[config.mk]
export PLATFORM = sky130hd
export DESIGN_NAME = adcc_top
export DESIGN_NICKNAME = d
export VERILOG_FILES = /design/src/hdl/adcc_pkg.sv /design/src/hdl/adcc_clkdiv.sv /design/src/hdl/adcc_sar.sv /design/src/hdl/adcc_top.sv
export SDC_FILE = /design/constraint.sdc
export NUM_CORES = 1
export LEC_CHECK = 0
export BUFFER_PORTS_ARGS = -buffer_cell sky130_fd_sc_hd__buf_2
export CELL_PAD_IN_SITES_DETAIL_PLACEMENT = 1
export CELL_PAD_IN_SITES_GLOBAL_PLACEMENT = 2
export CORE_AREA = 2 2 83 125
export DETAILED_ROUTE_END_ITERATION = 6
export DIE_AREA = 0 0 85 127
export PLACE_DENSITY = 0.92
export SLEW_MARGIN = 20
export SYNTH_ARGS = -nofsm -noshare
export SYNTH_HDL_FRONTEND = slang
export SYNTH_HIERARCHICAL = 1
export SYNTH_SLANG_ARGS = --single-unit
export TNS_END_PERCENT = 30
[constraint.sdc]
create_clock -name clock -period 4.8 [get_ports clock]
set_clock_uncertainty 0.1 [all_clocks]
set_input_delay 0.72 -clock clock [delete_from_list [all_inputs] [get_ports clock]]
set_output_delay 0.72 -clock clock [all_outputs]
set_load 0.1 [all_outputs]
[src/hdl/adcc_pkg.sv]
// Constants, encodings and types for the converter control block.
// Assumes a 32-bit Avalon-MM slave with byte addresses and one 20 MHz clock.
package adcc_pkg;
  // ----------------------------------------------------------------
  // Bus and widths
  // ----------------------------------------------------------------
  localparam int unsigned ADDR_W = 5;
  localparam int unsigned DATA_W = 32;
  localparam int unsigned RES_W = 10;
  localparam int unsigned CHS_W = 5;
  localparam int unsigned CS_W = 3;
  localparam int unsigned DIV_W = 6;
  localparam int unsigned BIT_W = 4;
  localparam logic [DATA_W-1:0] READ_ZERO = 32'h0000_0000;
  // ----------------------------------------------------------------
  // Register byte offsets
  // ----------------------------------------------------------------
  localparam logic [ADDR_W-1:0] OFF_CTRL0 = 5'h00;
  localparam logic [ADDR_W-1:0] OFF_CTRL1 = 5'h04;
  localparam logic [ADDR_W-1:0] OFF_RES_HI = 5'h08;
  localparam logic [ADDR_W-1:0] OFF_RES_LO = 5'h0c;
  localparam logic [ADDR_W-1:0] OFF_FLAGS = 5'h10;
  localparam logic [ADDR_W-1:0] OFF_ENABLES = 5'h14;
  // ----------------------------------------------------------------
  // Field positions and reset values
  // ----------------------------------------------------------------
  localparam int unsigned ENABLE_BIT = 0;
  localparam int unsigned GO_BIT = 1;
  localparam int unsigned CHS_LSB = 2;
  localparam int unsigned REF_BIT = 0;
  localparam int unsigned CS_LSB = 4;
  localparam int unsigned DONE_FLAG_BIT = 6;
  localparam int unsigned HI_LSB = 8;
  localparam logic [CHS_W-1:0] CHS_RESET = 5'h00;
  localparam logic [CS_W-1:0] CS_RESET = 3'h0;
  localparam logic [RES_W-1:0] RES_RESET = 10'h000;
  // ----------------------------------------------------------------
  // Conversion clock codes and divider terminal counts
  // ----------------------------------------------------------------
  localparam logic [CS_W-1:0] CS_DIV8 = 3'h1;
  localparam logic [CS_W-1:0] CS_DIV32 = 3'h2;
  localparam logic [CS_W-1:0] CS_DIV16 = 3'h5;
  localparam logic [CS_W-1:0] CS_DIV64 = 3'h6;
  localparam logic [1:0] CS_RC_LOW = 2'h3;
  localparam logic [DIV_W-1:0] LAST_DIV8 = 6'h07;
  localparam logic [DIV_W-1:0] LAST_DIV16 = 6'h0f;
  localparam logic [DIV_W-1:0] LAST_DIV32 = 6'h1f;
  localparam logic [DIV_W-1:0] LAST_DIV64 = 6'h3f;
  localparam logic [DIV_W-1:0] LAST_RC = 6'h0f;
  localparam logic [DIV_W-1:0] DIV_ZERO = 6'h00;
  localparam logic [DIV_W-1:0] DIV_ONE = 6'h01;
  // ----------------------------------------------------------------
  // Successive approximation
  // ----------------------------------------------------------------
  localparam logic [RES_W-1:0] TRIAL_MSB = 10'h200;
  localparam logic [BIT_W-1:0] TOP_BIT = 4'h9;
  localparam logic [BIT_W-1:0] BIT_ZERO = 4'h0;
  localparam logic [BIT_W-1:0] BIT_ONE = 4'h1;
  localparam logic [BIT_W-1:0] TRIALS = 4'ha;
  typedef enum logic {SAR_IDLE, SAR_CONVERT} adcc_sar_state_type;
endpackage

[src/hdl/adcc_clkdiv.sv]
// Conversion clock divider: a one-cycle tick at the selected rate.
// Assumes the system clock is also the internal oscillator.
`timescale 1ns/1ns
module adcc_clkdiv (
  input wire logic clock,
  input wire logic rst,
  input wire logic run,
  input wire logic [adcc_pkg::CS_W-1:0] select,
  output logic tick
);
  logic [adcc_pkg::DIV_W-1:0] count_q;
  logic [adcc_pkg::DIV_W-1:0] last;
  logic valid;

  always_comb begin
    valid = 1'b1;
    last = adcc_pkg::DIV_ZERO;
    if (select[1:0] == adcc_pkg::CS_RC_LOW) begin
      last = adcc_pkg::LAST_RC;
    end else if (select == adcc_pkg::CS_DIV8) begin
      last = adcc_pkg::LAST_DIV8;
    end else if (select == adcc_pkg::CS_DIV16) begin
      last = adcc_pkg::LAST_DIV16;
    end else if (select == adcc_pkg::CS_DIV32) begin
      last = adcc_pkg::LAST_DIV32;
    end else if (select == adcc_pkg::CS_DIV64) begin
      last = adcc_pkg::LAST_DIV64;
    end else begin
      valid = 1'b0; // Reserved codes give no clock
    end
  end

  // Compare with >= so a smaller ratio picked mid-count still wraps
  always_ff @(posedge clock or posedge rst) begin
    if (rst) begin
      count_q <= adcc_pkg::DIV_ZERO;
      tick <= 1'b0;
    end else if (!run || !valid) begin
      count_q <= adcc_pkg::DIV_ZERO;
      tick <= 1'b0;
    end else if (count_q >= last) begin
      count_q <= adcc_pkg::DIV_ZERO;
      tick <= 1'b1;
    end else begin
      count_q <= count_q + adcc_pkg::DIV_ONE;
      tick <= 1'b0;
    end
  end
endmodule

[src/hdl/adcc_sar.sv]
// Successive approximation engine, one trial per conversion clock tick.
// Assumes an analog comparator pin that is high when input exceeds the trial.
`timescale 1ns/1ns
module adcc_sar (
  input wire logic clock,
  input wire logic rst,
  input wire logic run,
  input wire logic tick,
  input wire logic start,
  input wire logic comparator_pin,
  output logic busy,
  output logic done,
  output logic hold,
  output logic [adcc_pkg::RES_W-1:0] trial,
  output logic [adcc_pkg::RES_W-1:0] result
);
  adcc_pkg::adcc_sar_state_type state_q;
  logic meta_q;
  logic comp_q;
  logic [adcc_pkg::BIT_W-1:0] bit_q;
  logic [adcc_pkg::RES_W-1:0] mask;
  logic [adcc_pkg::RES_W-1:0] kept;

  // ----------------------------------------------------------------
  // Comparator synchroniser
  // ----------------------------------------------------------------
  always_ff @(posedge clock or posedge rst) begin
    if (rst) begin
      meta_q <= 1'b0;
      comp_q <= 1'b0;
    end else begin
      meta_q <= comparator_pin;
      comp_q <= meta_q;
    end
  end

  assign mask = adcc_pkg::TRIAL_MSB >> (adcc_pkg::TOP_BIT - bit_q);
  assign kept = comp_q ? trial : (trial & ~mask);

  // ----------------------------------------------------------------
  // Trial sequence
  // ----------------------------------------------------------------
  always_ff @(posedge clock or posedge rst) begin
    if (rst) begin
      state_q <= adcc_pkg::SAR_IDLE;
      bit_q <= adcc_pkg::TOP_BIT;
      trial <= adcc_pkg::RES_RESET;
      result <= adcc_pkg::RES_RESET;
      busy <= 1'b0;
      done <= 1'b0;
      hold <= 1'b0;
    end else begin
      done <= 1'b0;
      case (state_q)
        adcc_pkg::SAR_IDLE: begin
          if (start && run) begin
            state_q <= adcc_pkg::SAR_CONVERT;
            bit_q <= adcc_pkg::TOP_BIT;
            trial <= adcc_pkg::TRIAL_MSB;
            busy <= 1'b1;
            hold <= 1'b1;
          end
        end
        adcc_pkg::SAR_CONVERT: begin
          if (!run) begin
            state_q <= adcc_pkg::SAR_IDLE;
            busy <= 1'b0;
            hold <= 1'b0;
          end else if (tick && bit_q == adcc_pkg::BIT_ZERO) begin
            state_q <= adcc_pkg::SAR_IDLE;
            result <= kept;
            busy <= 1'b0;
            done <= 1'b1;
            hold <= 1'b0; // Back to tracking; no discharge step
          end else if (tick) begin
            bit_q <= bit_q - adcc_pkg::BIT_ONE;
            trial <= kept | (mask >> 1);
          end
        end
        default: state_q <= adcc_pkg::SAR_IDLE;
      endcase
    end
  end
endmodule

[src/hdl/adcc_top.sv]
// Converter control and result registers behind an Avalon-MM slave.
// Assumes one 20 MHz clock, an analog front end, and a level interrupt sink.
//
// The implementer's own choices: the register addresses and the Avalon-MM interface to the registers.
`timescale 1ns/1ns
module adcc_top (
  input wire logic clock,
  input wire logic rst,
  input wire logic [adcc_pkg::ADDR_W-1:0] avs_address,
  input wire logic avs_read,
  input wire logic avs_write,
  input wire logic [adcc_pkg::DATA_W-1:0] avs_writedata,
  input wire logic [3:0] avs_byteenable,
  output logic [adcc_pkg::DATA_W-1:0] avs_readdata,
  output logic avs_waitrequest,
  output logic irq,
  input wire logic comparator_high,
  output logic converter_enable,
  output logic reference_select,
  output logic [adcc_pkg::CHS_W-1:0] channel_select,
  output logic sample_hold,
  output logic [adcc_pkg::RES_W-1:0] dac_trial,
  output logic conv_busy
);
  logic request;
  logic accept;
  logic wr_lane;
  logic go_q;
  logic [adcc_pkg::CS_W-1:0] cs_q;
  logic flag_q;
  logic irq_en_q;
  logic start_q;
  logic tick;
  logic sar_done;
  logic [adcc_pkg::RES_W-1:0] conversion_result;
  logic [adcc_pkg::DATA_W-1:0] read_d;

  // ----------------------------------------------------------------
  // Bus handshake
  // ----------------------------------------------------------------
  // One wait cycle per access keeps read data registered
  assign request = avs_read || avs_write;
  assign accept = request && !avs_waitrequest;
  assign wr_lane = avs_write && accept && avs_byteenable[0];

  always_ff @(posedge clock or posedge rst) begin
    if (rst) begin
      avs_waitrequest <= 1'b1;
    end else begin
      avs_waitrequest <= !(request && avs_waitrequest);
    end
  end

  always_comb begin
    read_d = adcc_pkg::READ_ZERO;
    if (avs_address == adcc_pkg::OFF_CTRL0) begin
      read_d[adcc_pkg::ENABLE_BIT] = converter_enable;
      read_d[adcc_pkg::GO_BIT] = go_q;
      read_d[adcc_pkg::CHS_LSB +: adcc_pkg::CHS_W] = channel_select;
    end else if (avs_address == adcc_pkg::OFF_CTRL1) begin
      read_d[adcc_pkg::REF_BIT] = reference_select;
      read_d[adcc_pkg::CS_LSB +: adcc_pkg::CS_W] = cs_q;
    end else if (avs_address == adcc_pkg::OFF_RES_HI) begin
      read_d[1:0] = conversion_result[adcc_pkg::RES_W-1:adcc_pkg::HI_LSB];
    end else if (avs_address == adcc_pkg::OFF_RES_LO) begin
      read_d[7:0] = conversion_result[adcc_pkg::HI_LSB-1:0];
    end else if (avs_address == adcc_pkg::OFF_FLAGS) begin
      read_d[adcc_pkg::DONE_FLAG_BIT] = flag_q;
    end else if (avs_address == adcc_pkg::OFF_ENABLES) begin
      read_d[adcc_pkg::DONE_FLAG_BIT] = irq_en_q;
    end
  end

  always_ff @(posedge clock or posedge rst) begin
    if (rst) begin
      avs_readdata <= adcc_pkg::READ_ZERO;
    end else if (avs_read && avs_waitrequest) begin
      avs_readdata <= read_d;
    end
  end

  // ----------------------------------------------------------------
  // Control zero: enable, go, channel
  // ----------------------------------------------------------------
  always_ff @(posedge clock or posedge rst) begin
    if (rst) begin
      converter_enable <= 1'b0;
      channel_select <= adcc_pkg::CHS_RESET;
    end else if (wr_lane && avs_address == adcc_pkg::OFF_CTRL0) begin
      converter_enable <= avs_writedata[adcc_pkg::ENABLE_BIT];
      channel_select <= avs_writedata[adcc_pkg::CHS_LSB +: adcc_pkg::CHS_W];
    end
  end

  // Go cannot be cleared by software mid-conversion; disable aborts instead
  always_ff @(posedge clock or posedge rst) begin
    if (rst) begin
      go_q <= 1'b0;
      start_q <= 1'b0;
    end else begin
      start_q <= 1'b0;
      // Go starts only with enable in the same write; start_q rises on the edge that stores the enable bit
      if (wr_lane && avs_address == adcc_pkg::OFF_CTRL0 && !go_q
          && avs_writedata[adcc_pkg::GO_BIT] && avs_writedata[adcc_pkg::ENABLE_BIT]) begin
        go_q <= 1'b1;
        start_q <= 1'b1;
      end else if (!converter_enable || sar_done) begin
        go_q <= 1'b0;
      end
    end
  end

  // ----------------------------------------------------------------
  // Control one: clock select, reference
  // ----------------------------------------------------------------
  always_ff @(posedge clock or posedge rst) begin
    if (rst) begin
      cs_q <= adcc_pkg::CS_RESET;
      reference_select <= 1'b0;
    end else if (wr_lane && avs_address == adcc_pkg::OFF_CTRL1) begin
      cs_q <= avs_writedata[adcc_pkg::CS_LSB +: adcc_pkg::CS_W];
      reference_select <= avs_writedata[adcc_pkg::REF_BIT];
    end
  end

  // ----------------------------------------------------------------
  // Done flag, enable and interrupt
  // ----------------------------------------------------------------
  // A completion in the clearing cycle wins over the clear
  always_ff @(posedge clock or posedge rst) begin
    if (rst) begin
      flag_q <= 1'b0;
    end else if (sar_done) begin
      flag_q <= 1'b1;
    end else if (wr_lane && avs_address == adcc_pkg::OFF_FLAGS
                 && avs_writedata[adcc_pkg::DONE_FLAG_BIT]) begin
      flag_q <= 1'b0;
    end
  end

  always_ff @(posedge clock or posedge rst) begin
    if (rst) begin
      irq_en_q <= 1'b0;
    end else if (wr_lane && avs_address == adcc_pkg::OFF_ENABLES) begin
      irq_en_q <= avs_writedata[adcc_pkg::DONE_FLAG_BIT];
    end
  end

  always_ff @(posedge clock or posedge rst) begin
    if (rst) begin
      irq <= 1'b0;
    end else begin
      irq <= flag_q && irq_en_q;
    end
  end

  // ----------------------------------------------------------------
  // Conversion clock and engine
  // ----------------------------------------------------------------
  adcc_clkdiv u_clkdiv (
    .clock(clock),
    .rst(rst),
    .run(converter_enable),
    .select(cs_q),
    .tick(tick)
  );

  adcc_sar u_sar (
    .clock(clock),
    .rst(rst),
    .run(converter_enable),
    .tick(tick),
    .start(start_q),
    .comparator_pin(comparator_high),
    .busy(conv_busy),
    .done(sar_done),
    .hold(sample_hold),
    .trial(dac_trial),
    .result(conversion_result)
  );

  // ----------------------------------------------------------------
  // Checking helpers
  // ----------------------------------------------------------------
  logic [adcc_pkg::DIV_W:0] gap_q;
  logic seen_q;
  logic [adcc_pkg::DIV_W-1:0] exp_last;
  logic [adcc_pkg::BIT_W-1:0] ticks_q;

  always_comb begin
    exp_last = adcc_pkg::LAST_DIV8;
    if (cs_q[1:0] == adcc_pkg::CS_RC_LOW) begin
      exp_last = adcc_pkg::LAST_RC;
    end else if (cs_q == adcc_pkg::CS_DIV16) begin
      exp_last = adcc_pkg::LAST_DIV16;
    end else if (cs_q == adcc_pkg::CS_DIV32) begin
      exp_last = adcc_pkg::LAST_DIV32;
    end else if (cs_q == adcc_pkg::CS_DIV64) begin
      exp_last = adcc_pkg::LAST_DIV64;
    end
  end

  always_ff @(posedge clock or posedge rst) begin
    if (rst) begin
      gap_q <= '0;
      seen_q <= 1'b0;
    end else begin
      gap_q <= tick ? '0 : gap_q + 1'b1;
      if (!converter_enable || (wr_lane && avs_address == adcc_pkg::OFF_CTRL1)) begin
        seen_q <= 1'b0;
      end else if (tick) begin
        seen_q <= 1'b1;
      end
    end
  end

  always_ff @(posedge clock or posedge rst) begin
    if (rst) begin
      ticks_q <= '0;
    end else if (start_q) begin
      ticks_q <= '0;
    end else if (conv_busy && tick) begin
      ticks_q <= ticks_q + 1'b1;
    end
  end
endmodule

# --- After elaboration in Yosys (flattened, before gate mapping) ---
# Index checks and enable logic that the tools add are counted.
word_totals:
  register_bits: 60
  out_inout_bits: 53
  word_cells: 130
  input_bits: 46
classes:
  bitwise: 4
  magnitude_cmp: 1
  n_mux: 54
  n_reduce_logical: 31
  shifts: 1
  n_eq_ne: 15
  addsub: 3
ops:
  columns: ["cell", "count"]
  rows:
  - ["6-bit two-way mux", 9]
  - ["10-bit two-way mux", 5]
  - ["1-bit two-way mux", 28]
  - ["10-bit one-hot mux with 2 select lines", 1]
  - ["1-bit logical AND", 16]
  - ["4-bit two-way mux", 4]
  - ["10-bit bitwise AND", 1]
  - ["5-bit by 4-bit == test with 1-bit output, second input constant", 2]
  - ["5-bit == test, second input constant", 2]
  - ["10-bit NOT", 1]
  - ["10-bit by 9-bit bitwise OR with 10-bit output", 1]
  - ["10-bit by 4-bit >> shifter with 10-bit output, first input constant", 1]
  - ["4-bit one-hot mux with 2 select lines", 1]
  - ["7-bit two-way mux", 1]
  - ["6-bit by 1-bit adder with 6-bit output, second input constant", 1]
  - ["3-bit == test, second input constant", 2]
  - ["6-bit greater-or-equal comparator", 1]
  - ["3-bit two-way mux", 2]
  - ["2-bit != test, second input constant", 3]
  - ["5-bit by 3-bit == test with 1-bit output, second input constant", 1]
  - ["1-bit logical NOT", 5]
  - ["5-bit logical NOT", 1]
  - ["4-bit logical NOT", 1]
  - ["1-bit one-hot mux with 2 select lines", 2]
  - ["other kinds (14)", 17]

# --- Logic depth before layout (Yosys ltp) ---
# Gate-level depths: netlist of the first run.
depth:
  ltp_word: 10
  mapped_depth: 7
  depth_no_buf: 7

# --- Hierarchy ---
# Netlist of the first run, hierarchy kept.
by_module_without_submodules:
  columns: ["module", "area_each_um2", "instances", "seq_area_each_um2", "cells_per_inst"]
  rows:
  - ["adcc_sar", 1421.4, 1, 728.2, 134]
  - ["adcc_top", 1356.3, 1, 601.8, 114]
  - ["adcc_clkdiv", 460.4, 1, 175.2, 47]

# --- Worst setup path after synthesis of the first run ---
# Ideal clock, no wire load.
synth_path:
  path_type: "register to register"
  start: "register converter_enable"
  end: "register u_sar/trial[1] in the netlist's numbering"
  path_buffers: 2
  t_required_ns: 4.565
  slack_ns: 2.580
  arrival_ns: 1.985
  setup_ns: 0.135
  stages_incl_launch_ff: 6
  period_less_slack_ns: 2.220
  cell_sequence: "dfrtp_1 > clkbuf_1 > nand4_1 > buf_4 > o311ai_0 > a21oi_1"
synth_via:
  elab_chain_cells: 3
  elab_cells_between_ends: 4
  cone_classes: "eq/ne (2); reduce/logical (2)"
synth_rtl:
  columns: ["element", "line_no", "source"]
  rows:
  - ["start, declared", "adcc_top.sv:18", "output logic converter_enable,"]
  - ["start signal, assigned", "adcc_top.sv:90", "converter_enable <= avs_writedata[adcc_pkg::ENABLE_BIT];"]
  - ["1-bit logical AND", "adcc_sar.sv:56", "if (start && run) begin"]
  - ["2-bit by 1-bit != test with 1-bit output (no source line)", null, null]
  - ["4-bit AND reduction (no source line) (*)", null, null]
  - ["end signal, assigned", "adcc_sar.sv:47", "trial <= adcc_pkg::RES_RESET;"]
  - ["end signal, assigned", "adcc_sar.sv:59", "trial <= adcc_pkg::TRIAL_MSB;"]
  - ["end signal, assigned", "adcc_sar.sv:77", "trial <= kept | (mask >> 1);"]
  - ["end, declared", "adcc_sar.sv:14", "output logic [adcc_pkg::RES_W-1:0] trial,"]
# Every way passes the cells marked *; elsewhere a longest branch is shown, timed or not.
# A chain may end at the register's enable or synchronous reset.

# --- Final worst setup path of the first run ---
layout_path:
  start: "register u_sar/bit_q[0] in the netlist's numbering"
  end: "register u_sar/trial[6] in the netlist's numbering"
layout_via:
  elab_chain_cells: 10
  elab_cells_between_ends: 14
  cone_classes: "add/sub (1); eq/ne (1); shift (1); mux (5); bitwise (3); reduce/logical (3)"
layout_rtl:
  columns: ["element", "line_no", "source"]
  rows:
  - ["start, declared", "adcc_sar.sv:20", "logic [adcc_pkg::BIT_W-1:0] bit_q;"]
  - ["start signal, assigned", "adcc_sar.sv:46", "bit_q <= adcc_pkg::TOP_BIT;"]
  - ["start signal, assigned", "adcc_sar.sv:58", "bit_q <= adcc_pkg::TOP_BIT;"]
  - ["start signal, assigned", "adcc_sar.sv:76", "bit_q <= bit_q - adcc_pkg::BIT_ONE;"]
  - ["4-bit subtractor", "adcc_sar.sv:37", "assign mask = adcc_pkg::TRIAL_MSB >> (adcc_pkg::TOP_BIT - bit_q);"]
  - ["10-bit by 4-bit >> shifter with 10-bit output", "adcc_sar.sv:37", null]
  - ["10-bit NOT", "adcc_sar.sv:38", "assign kept = comp_q ? trial : (trial & ~mask);"]
  - ["10-bit bitwise AND", "adcc_sar.sv:38", null]
  - ["10-bit two-way mux", "adcc_sar.sv:38", null]
  - ["10-bit by 9-bit bitwise OR with 10-bit output", "adcc_sar.sv:77", null]
  - ["10-bit two-way mux", "adcc_sar.sv:75", "end else if (tick) begin"]
  - ["10-bit two-way mux", "adcc_sar.sv:69", "end else if (tick && bit_q == adcc_pkg::BIT_ZERO) begin"]
  - ["10-bit two-way mux", "adcc_sar.sv:65", "if (!run) begin"]
  - ["10-bit one-hot mux with 2 select lines", "adcc_sar.sv:54", "case (state_q)"]
# Several ways; a longest one is shown, not always the timed one. The select of a mux whose other input is x is not followed.

==> results.py, run 1 <==
metrics = {
    "outcome": {
        "status": "finished clean",
    },
    "setup_path": {
        "reg2reg_depth": 6,
        "critical-path-top-delay-family": "simple AND/OR/NAND/NOR gates",
        "cp-start-kind": "flip-flop",
        "path_max_fanout": 12,
        "crit_required_ns": 4.94,
        "slowest_delay_ns": 0.57,
        "critPathArrivalTime_ns": 2.58,
        "endpoint_kind": "flip-flop",
        "r2r_slack_ns": 2.36,
        "timing.critical_path.buf_inv": 1,
        "reg2reg_to": "u_sar/trial[6]",
        "crit_path_cell_trace": "inv_1 > ha_1 > or3b_1 > nand4_1 > nor3_1 > o2bb2ai_1",
        "r2r_start": "u_sar/bit_q[0]",
        "crit_type": "reg -> reg",
        "slowest_stage": "dfstp_2",
    },
    "floorplanning": {
        "coreArea_sq_um": 9630,
        "ios": 99,
        "die_w_um": 85,
        "rows": 44,
        "start_util": 0.336,
        "die_h_um": 127,
        "die-area_sq_um": 10800,
    },
    "placement": {
        "dpl_cell_area_sq_um": 3440,
        "gp_congestion": 0.787,
        "dp_hpwl_um": 5710,
        "place_ws_ns": 2.30,
        "io_buffers": 46,
    },
    "cells_and_area": {
        "finalInstanceArea_sq_um": 3740,
        "final_nets": 400,
        "antennaDiodeCount": 0,
        "area_growth_pct": 15.6,
        "drive_above_1_share": 0.258,
        "multiInputGateArea_sq_um": 1520,
        "post-route-util": 0.388,
        "regArea_sq_um": 1510,
        "nFillCells": 1052,
    },
    "sta": {
        "drv_slew": 0,
        "setup_ws_ns": 2.36,
        "fin_crit_sh": 0.508,
        "fin_tns_setup_ns": 0,
        "fin_crit_ns": 2.44,
        "grt_setup_unrepaired": "false",
        "tightest_slew_ns": 0.919,
        "worst_slew_margin_rel": 0.387,
        "hold_viol": 0,
        "setup_violations": 0,
        "fmax_mhz": 410,
    },
    "routing": {
        "vias": 2387,
        "drc": 0,
        "routedWlPerCell_um": 16.9,
        "wl_um": 7760,
        "drt_pre_antenna_iters": 4,
        "drtIter0Drc": 117,
        "ant_nets": 0,
        "avgViaCountPerCell": 5.19,
    },
    "synth": {
        "netlist_instances": 295,
        "yosys_warnings": 6,
        "syn_avg_cell_area_sq_um": 11.0,
        "synth_edf_count": 0,
        "synth_async_sr_flop_share": 1.00,
        "yosys.area.top_type_share": 0.440,
        "yosys-top-cells-area": "dfrtp_1 (44%), buf_4 (6.0%), ha_1 (5.4%)",
        "ys_ff_latch": 60,
        "yosysTopAreaCell": "dfrtp_1",
        "syn_area_sq_um": 3240,
        "synth_top_flop_cell": "dfrtp_1",
        "ys_types": 65,
        "ys_seq_area_frac": 0.465,
    },
    "pwr": {
        "p_int_w": 0.000989,
        "swShare": 0.308,
        "p_switching_w": 0.000441,
        "power_density_nw_per_um2": 382,
        "vdd_ir_drop_max_v": 0.000214,
        "power.clock.fraction": 0.450,
        "power_leakage_nw": 1.84,
        "seq_power_share": 0.376,
        "pwr-share-comb": 0.174,
    },
    "clocking": {
        "cts.reportedPaths.clkPinSlew_ns": 0.05,
        "cts_resized": 0,
        "h-tree-depth": 3,
        "clock_path_buffers": 2,
        "holdBufCountCts": 0,
        "cts_num_sinks": 60,
        "root_buffer": "clkbuf_16",
        "cts_tree": "yes",
        "postCtsSetupRepairBufs": 0,
        "cts_buffers": 9,
        "worstSkewPairLatency_ns": 0.33,
    },
    "grt": {
        "grt_max_degree": 30,
        "grtUsageTotal": 0.153,
        "first_global_vias": 2469,
        "grt-ovfl-total": 0,
        "antenna_found_initial": 0,
        "grt_first_pass_wirelength_um": 12700,
    },
    "worst_hold_path": {
        "hp-class": "in -> async",
    },
    "flow_run": {
        "drv_cap": 0,
    },
}
-- layout make-up --
cell class,instances,area share
clock buffers,14,0.0705
inverters,11,0.0110
clock inverters,2,0.00936
flip-flops and latches,60,0.402
well taps,115,0.0384
repair buffers,46,0.0615
multi-input cells,212,0.407
-- how the worst max path moves through the flow --
stage / from / endpoint / depth (start not counted)
floorplan: converter_enable / u_sar/trial[1] / 5
global placement: avs_address[3] / channel_select[0] / 4
global route: u_sar/bit_q[0] / u_sar/trial[1] / 6
detailed placement: avs_address[3] / channel_select[0] / 4
CTS: u_sar/bit_q[0] / u_sar/trial[5] / 6
finish: u_sar/bit_q[0] / u_sar/trial[6] / 6
-- sequential cells by signal (all words and copies together) (netlist names), 3 cells and up --
name / flops
cs_q: 3
u_sar/result: 10
channel_select: 5
u_sar/trial: 10
avs_readdata: 8
u_clkdiv/count_q: 6
u_sar/bit_q: 4
-- metrics by stage --
step           hold WS [ns]  total power (W)  cells
2_1_floorplan         0.231         0.000772    318
3_3_place_gp          0.235         0.000790    444
3_5_place_dp          0.252         0.000795    444
4_1_cts               0.261          0.00145    460
5_1_grt               0.271          0.00149    460
6_report              0.259          0.00143    460
-- layer usage --
layer,part of all wire,track usage,routed length (um)
met5,0,0,0
met3,0.047,0.0355,363
met2,0.54,0.272,4230
met1,0.39,0.169,3000
met4,0.022,0.0728,169
-- synthesized netlist by cell type, drive strengths merged (4+ instances only) --
master and n:
and2 4, a32o 4, xor2 4, nand2 24, o21ai 18, a21oi 10
a32oi 4, buf 32, mux2 15, nor2 14, nand3 14, and3 7
inv 11, dfrtp 57, ha 14
-- logic make-up (layout without fill, tap and decap cells) --
logic type,after synthesis,in the layout,share of synthesized area
mux,18,18,0.0734
xor+xnor,6,6,0.0186
other cells,1,24,0.00116
buf+inv,46,73,0.0916
simple gates,88,88,0.158
compound gates,62,62,0.138
flops,60,60,0.465
fa+ha+maj,14,14,0.0541
-- power by group through the flow --
stage	Clock (W)	Sequential [W]	Combinational, W
after floorplan	0	0.000620	0.000151
after global placement	0	0.000545	0.000245
after detailed placement	0	0.000546	0.000249
after CTS	0.000664	0.000538	0.000250
after global routing	0.000687	0.000540	0.000260
final	0.000644	0.000538	0.000248
-- layout by cell type, fill, tap and decap left out, types with 3 or more instances in the layout --
| cell type | instances |
|---|---|
| a21oi_1 | 9 |
| clkbuf_1 | 3 |
| or3_1 | 3 |
| ha_1 | 14 |
| a32oi_1 | 4 |
| xor2_1 | 3 |
| buf_2 | 46 |
| inv_1 | 10 |
| nand4_1 | 3 |
| mux2_2 | 4 |
| and2_1 | 3 |
| and3_1 | 6 |
| a32o_1 | 4 |
| clkbuf_16 | 9 |
| o21ai_0 | 16 |
| dfrtp_1 | 57 |
| mux2_1 | 5 |
| mux2_4 | 6 |
| nor2_1 | 14 |
| nand3_1 | 13 |
| a21bo_2 | 3 |
| nand2_1 | 24 |
| conb_1 | 24 |
| o2bb2ai_1 | 3 |
| dfstp_2 | 3 |
Power figures use the tool's default switching activity.
==> inputs of run 2 (changes only) <==
Settings changed: CORE_AREA 2 2 83 125 to 2 2 90 135, DIE_AREA 0 0 85 127 to 0 0 92 137, PLACE_DENSITY 0.92 to 0.84.
Clock period 4.8 ns to 2.05 ns, I/O delays scaled along.
==> results.py, run 2 (synthesis results as in run 1) <==
metrics = {
    "clocking": {
        "cts_num_sinks": 60,
        "worstSkewPairLatency_ns": 0.33,
        "cts_buffers": 9,
        "cts_tree": "yes",
        "root_buffer": "clkbuf_16",
        "cts.reportedPaths.clkPinSlew_ns": 0.05,
        "h-tree-depth": 3,
        "clock_path_buffers": 2,
    },
    "routing": {
        "ant_nets": 0,
        "routedWlPerCell_um": 16.2,
        "drt_pre_antenna_iters": 4,
        "wl_met3_um": 324,
        "top_layer": "met4",
        "vias": 2479,
        "wl_met2_um": 4700,
        "drtIter0Drc": 122,
        "wl_um": 8430,
        "avgViaCountPerCell": 4.78,
        "drc": 0,
        "wirelength_met1_um": 3090,
    },
    "setup_path": {
        "endpoint_kind": "flip-flop",
        "crit_required_ns": 2.19,
        "path_max_fanout": 7,
        "crit_path_cell_trace": "inv_1 > ha_1 > or3b_1 > nand4_1 > buf_4 > nor3_2 > buf_4 > o2bb2ai_1",
        "slowest_delay_ns": 0.53,
        "critPathArrivalTime_ns": 2.11,
        "worst_setup_path_startpoint": "u_sar/bit_q[0]",
        "cp-start-kind": "flip-flop",
        "slowest_stage": "dfstp_2",
        "path_common_cell": "buf_4",
        "crit_type": "reg -> reg",
        "r2r_start": "u_sar/bit_q[0]",
    },
    "grt": {
        "antenna_found_initial": 0,
        "grtUsageTotal": 0.138,
        "grt_max_degree": 30,
        "grt-ovfl-total": 0,
        "grt_first_pass_wirelength_um": 13400,
        "first_global_vias": 2609,
    },
    "cells_and_area": {
        "antennaDiodeCount": 0,
        "area_growth_pct": 23.2,
        "layout.cells.non_filler": 519,
        "post-route-util": 0.350,
        "drive_above_1_share": 0.306,
        "reg_top3": "u_sar/result (10), u_sar/trial (10), avs_readdata (8)",
        "final_nets": 424,
        "layout_commonest_cell": "dfrtp_1",
        "mostFrequentLayoutCells": "dfrtp_1 (56), buf_2 (46), nand2_1 (24), conb_1 (24), buf_4 (21)",
    },
    "floorplanning": {
        "die_h_um": 137,
        "start_util": 0.284,
        "coreArea_sq_um": 11400,
        "die-area_sq_um": 12600,
        "rows": 48,
        "ios": 99,
        "die_w_um": 92,
    },
    "sta": {
        "hold_viol": 0,
        "fmax_mhz": 507,
        "fin_crit_sh": 0.961,
        "setup_violations": 0,
        "fin_crit_ns": 1.97,
        "drv_slew": 0,
    },
    "pwr": {
        "power_leakage_nw": 1.96,
        "power_density_nw_per_um2": 854,
        "vdd_ir_drop_max_v": 0.000369,
    },
    "placement": {
        "dp_hpwl_um": 6200,
        "dp.cells": 500,
        "gp_congestion": 0.797,
        "io_buffers": 46,
    },
    "outcome": {
        "status": "finished clean",
    },
    "worst_hold_path": {
        "hp-class": "in -> reg",
        "min_from": "avs_write",
    },
    "flow_run": {
        "drv_cap": 0,
    },
}
## run 2: changes by cell type in the layout (fill, tap and decap cells not counted)
cell,before,now
buf_4,0,21
buf_6,0,1
clkbuf_8,2,3
clkinv_2,1,0
dfrtp_1,57,56
dfrtp_2,0,1
dlygate4sd3_1,0,2
nor3_1,1,0
nor3_2,0,1
o311ai_0,1,0
o311ai_1,1,2
## run 2: layer usage
metal / vias to the layer above / GRT usage
met2: 68 / 0.259
met4: 0 / 0.0738
met5: - / 0
li1: 1148 / -
met3: 18 / 0.0330
met1: 1245 / 0.141
## run 2: stage by stage
step / TNS, ns / hold slack, ns / setup slack, ns / instance area (sq um) / power, W
after global placement: 0 / 0.178 / 0.0905 / 3650 / 0.00186
after detailed placement: 0 / 0.189 / 0.0335 / 3650 / 0.00187
after floorplan: 0 / 0.0109 / 0.112 / 3330 / 0.00181
after global routing: -0.00108 / 0.0639 / -0.00108 / 3990 / 0.00353
final: 0 / 0.0423 / 0.0793 / 3990 / 0.00341
after CTS: 0 / 0.0293 / 0.0592 / 3980 / 0.00346
## run 2: final timing paths
kind                            slack [ns]  depth (start not counted)                   to
worst min register to register        0.25                          0         u_sar/comp_q
worst max-delay path                  0.08                          8       u_sar/trial[6]
worst min-delay path                  0.04                          2      avs_waitrequest
min in group asynchronous             0.40                          3  u_clkdiv/count_q[5]
max in group asynchronous             1.00                          4       u_sar/bit_q[0]
worst max register to register        0.08                          8       u_sar/trial[6]
## run 2: critical path: cells and delay by family, from the launching register on
kind | cells | cell delay [ns]
flip-flops | 1 | 0.53
AND/OR/NAND/NOR | 3 | 0.51
buffers and inverters | 3 | 0.41
adder cells (fa/ha/maj) | 1 | 0.21
AO/OA/AOI/OAI | 1 | 0.12
## run 2: repair_timing
action / CTS / global route
setup endpoints to repair: 2 / 6
cloned: 0 / 0
hold buffers: 2 / 0
buffers inserted: 1 / 0
hold endpoints to repair: 31 / 0
resized for setup: 0 / 4
## run 2: report_power, final
group / switching [W] / total, W / internal (W)
Sequential: 0.0000349 / 0.00126 / 0.00122
Clock: 0.000511 / 0.00155 / 0.00104
Combinational: 0.000500 / 0.000596 / 0.0000969
Total: 0.00105 / 0.00341 / 0.00236
## run 2: cell type report
cell class                 count  area, sq um
clock buffer                  15          278
clock inverter                 1         30.0
fill                        1326         7420
inverter                      11         41.3
multi-input combinational    212         1530
sequential                    60         1510
tap                          150          188
timing repair buffer          70          419
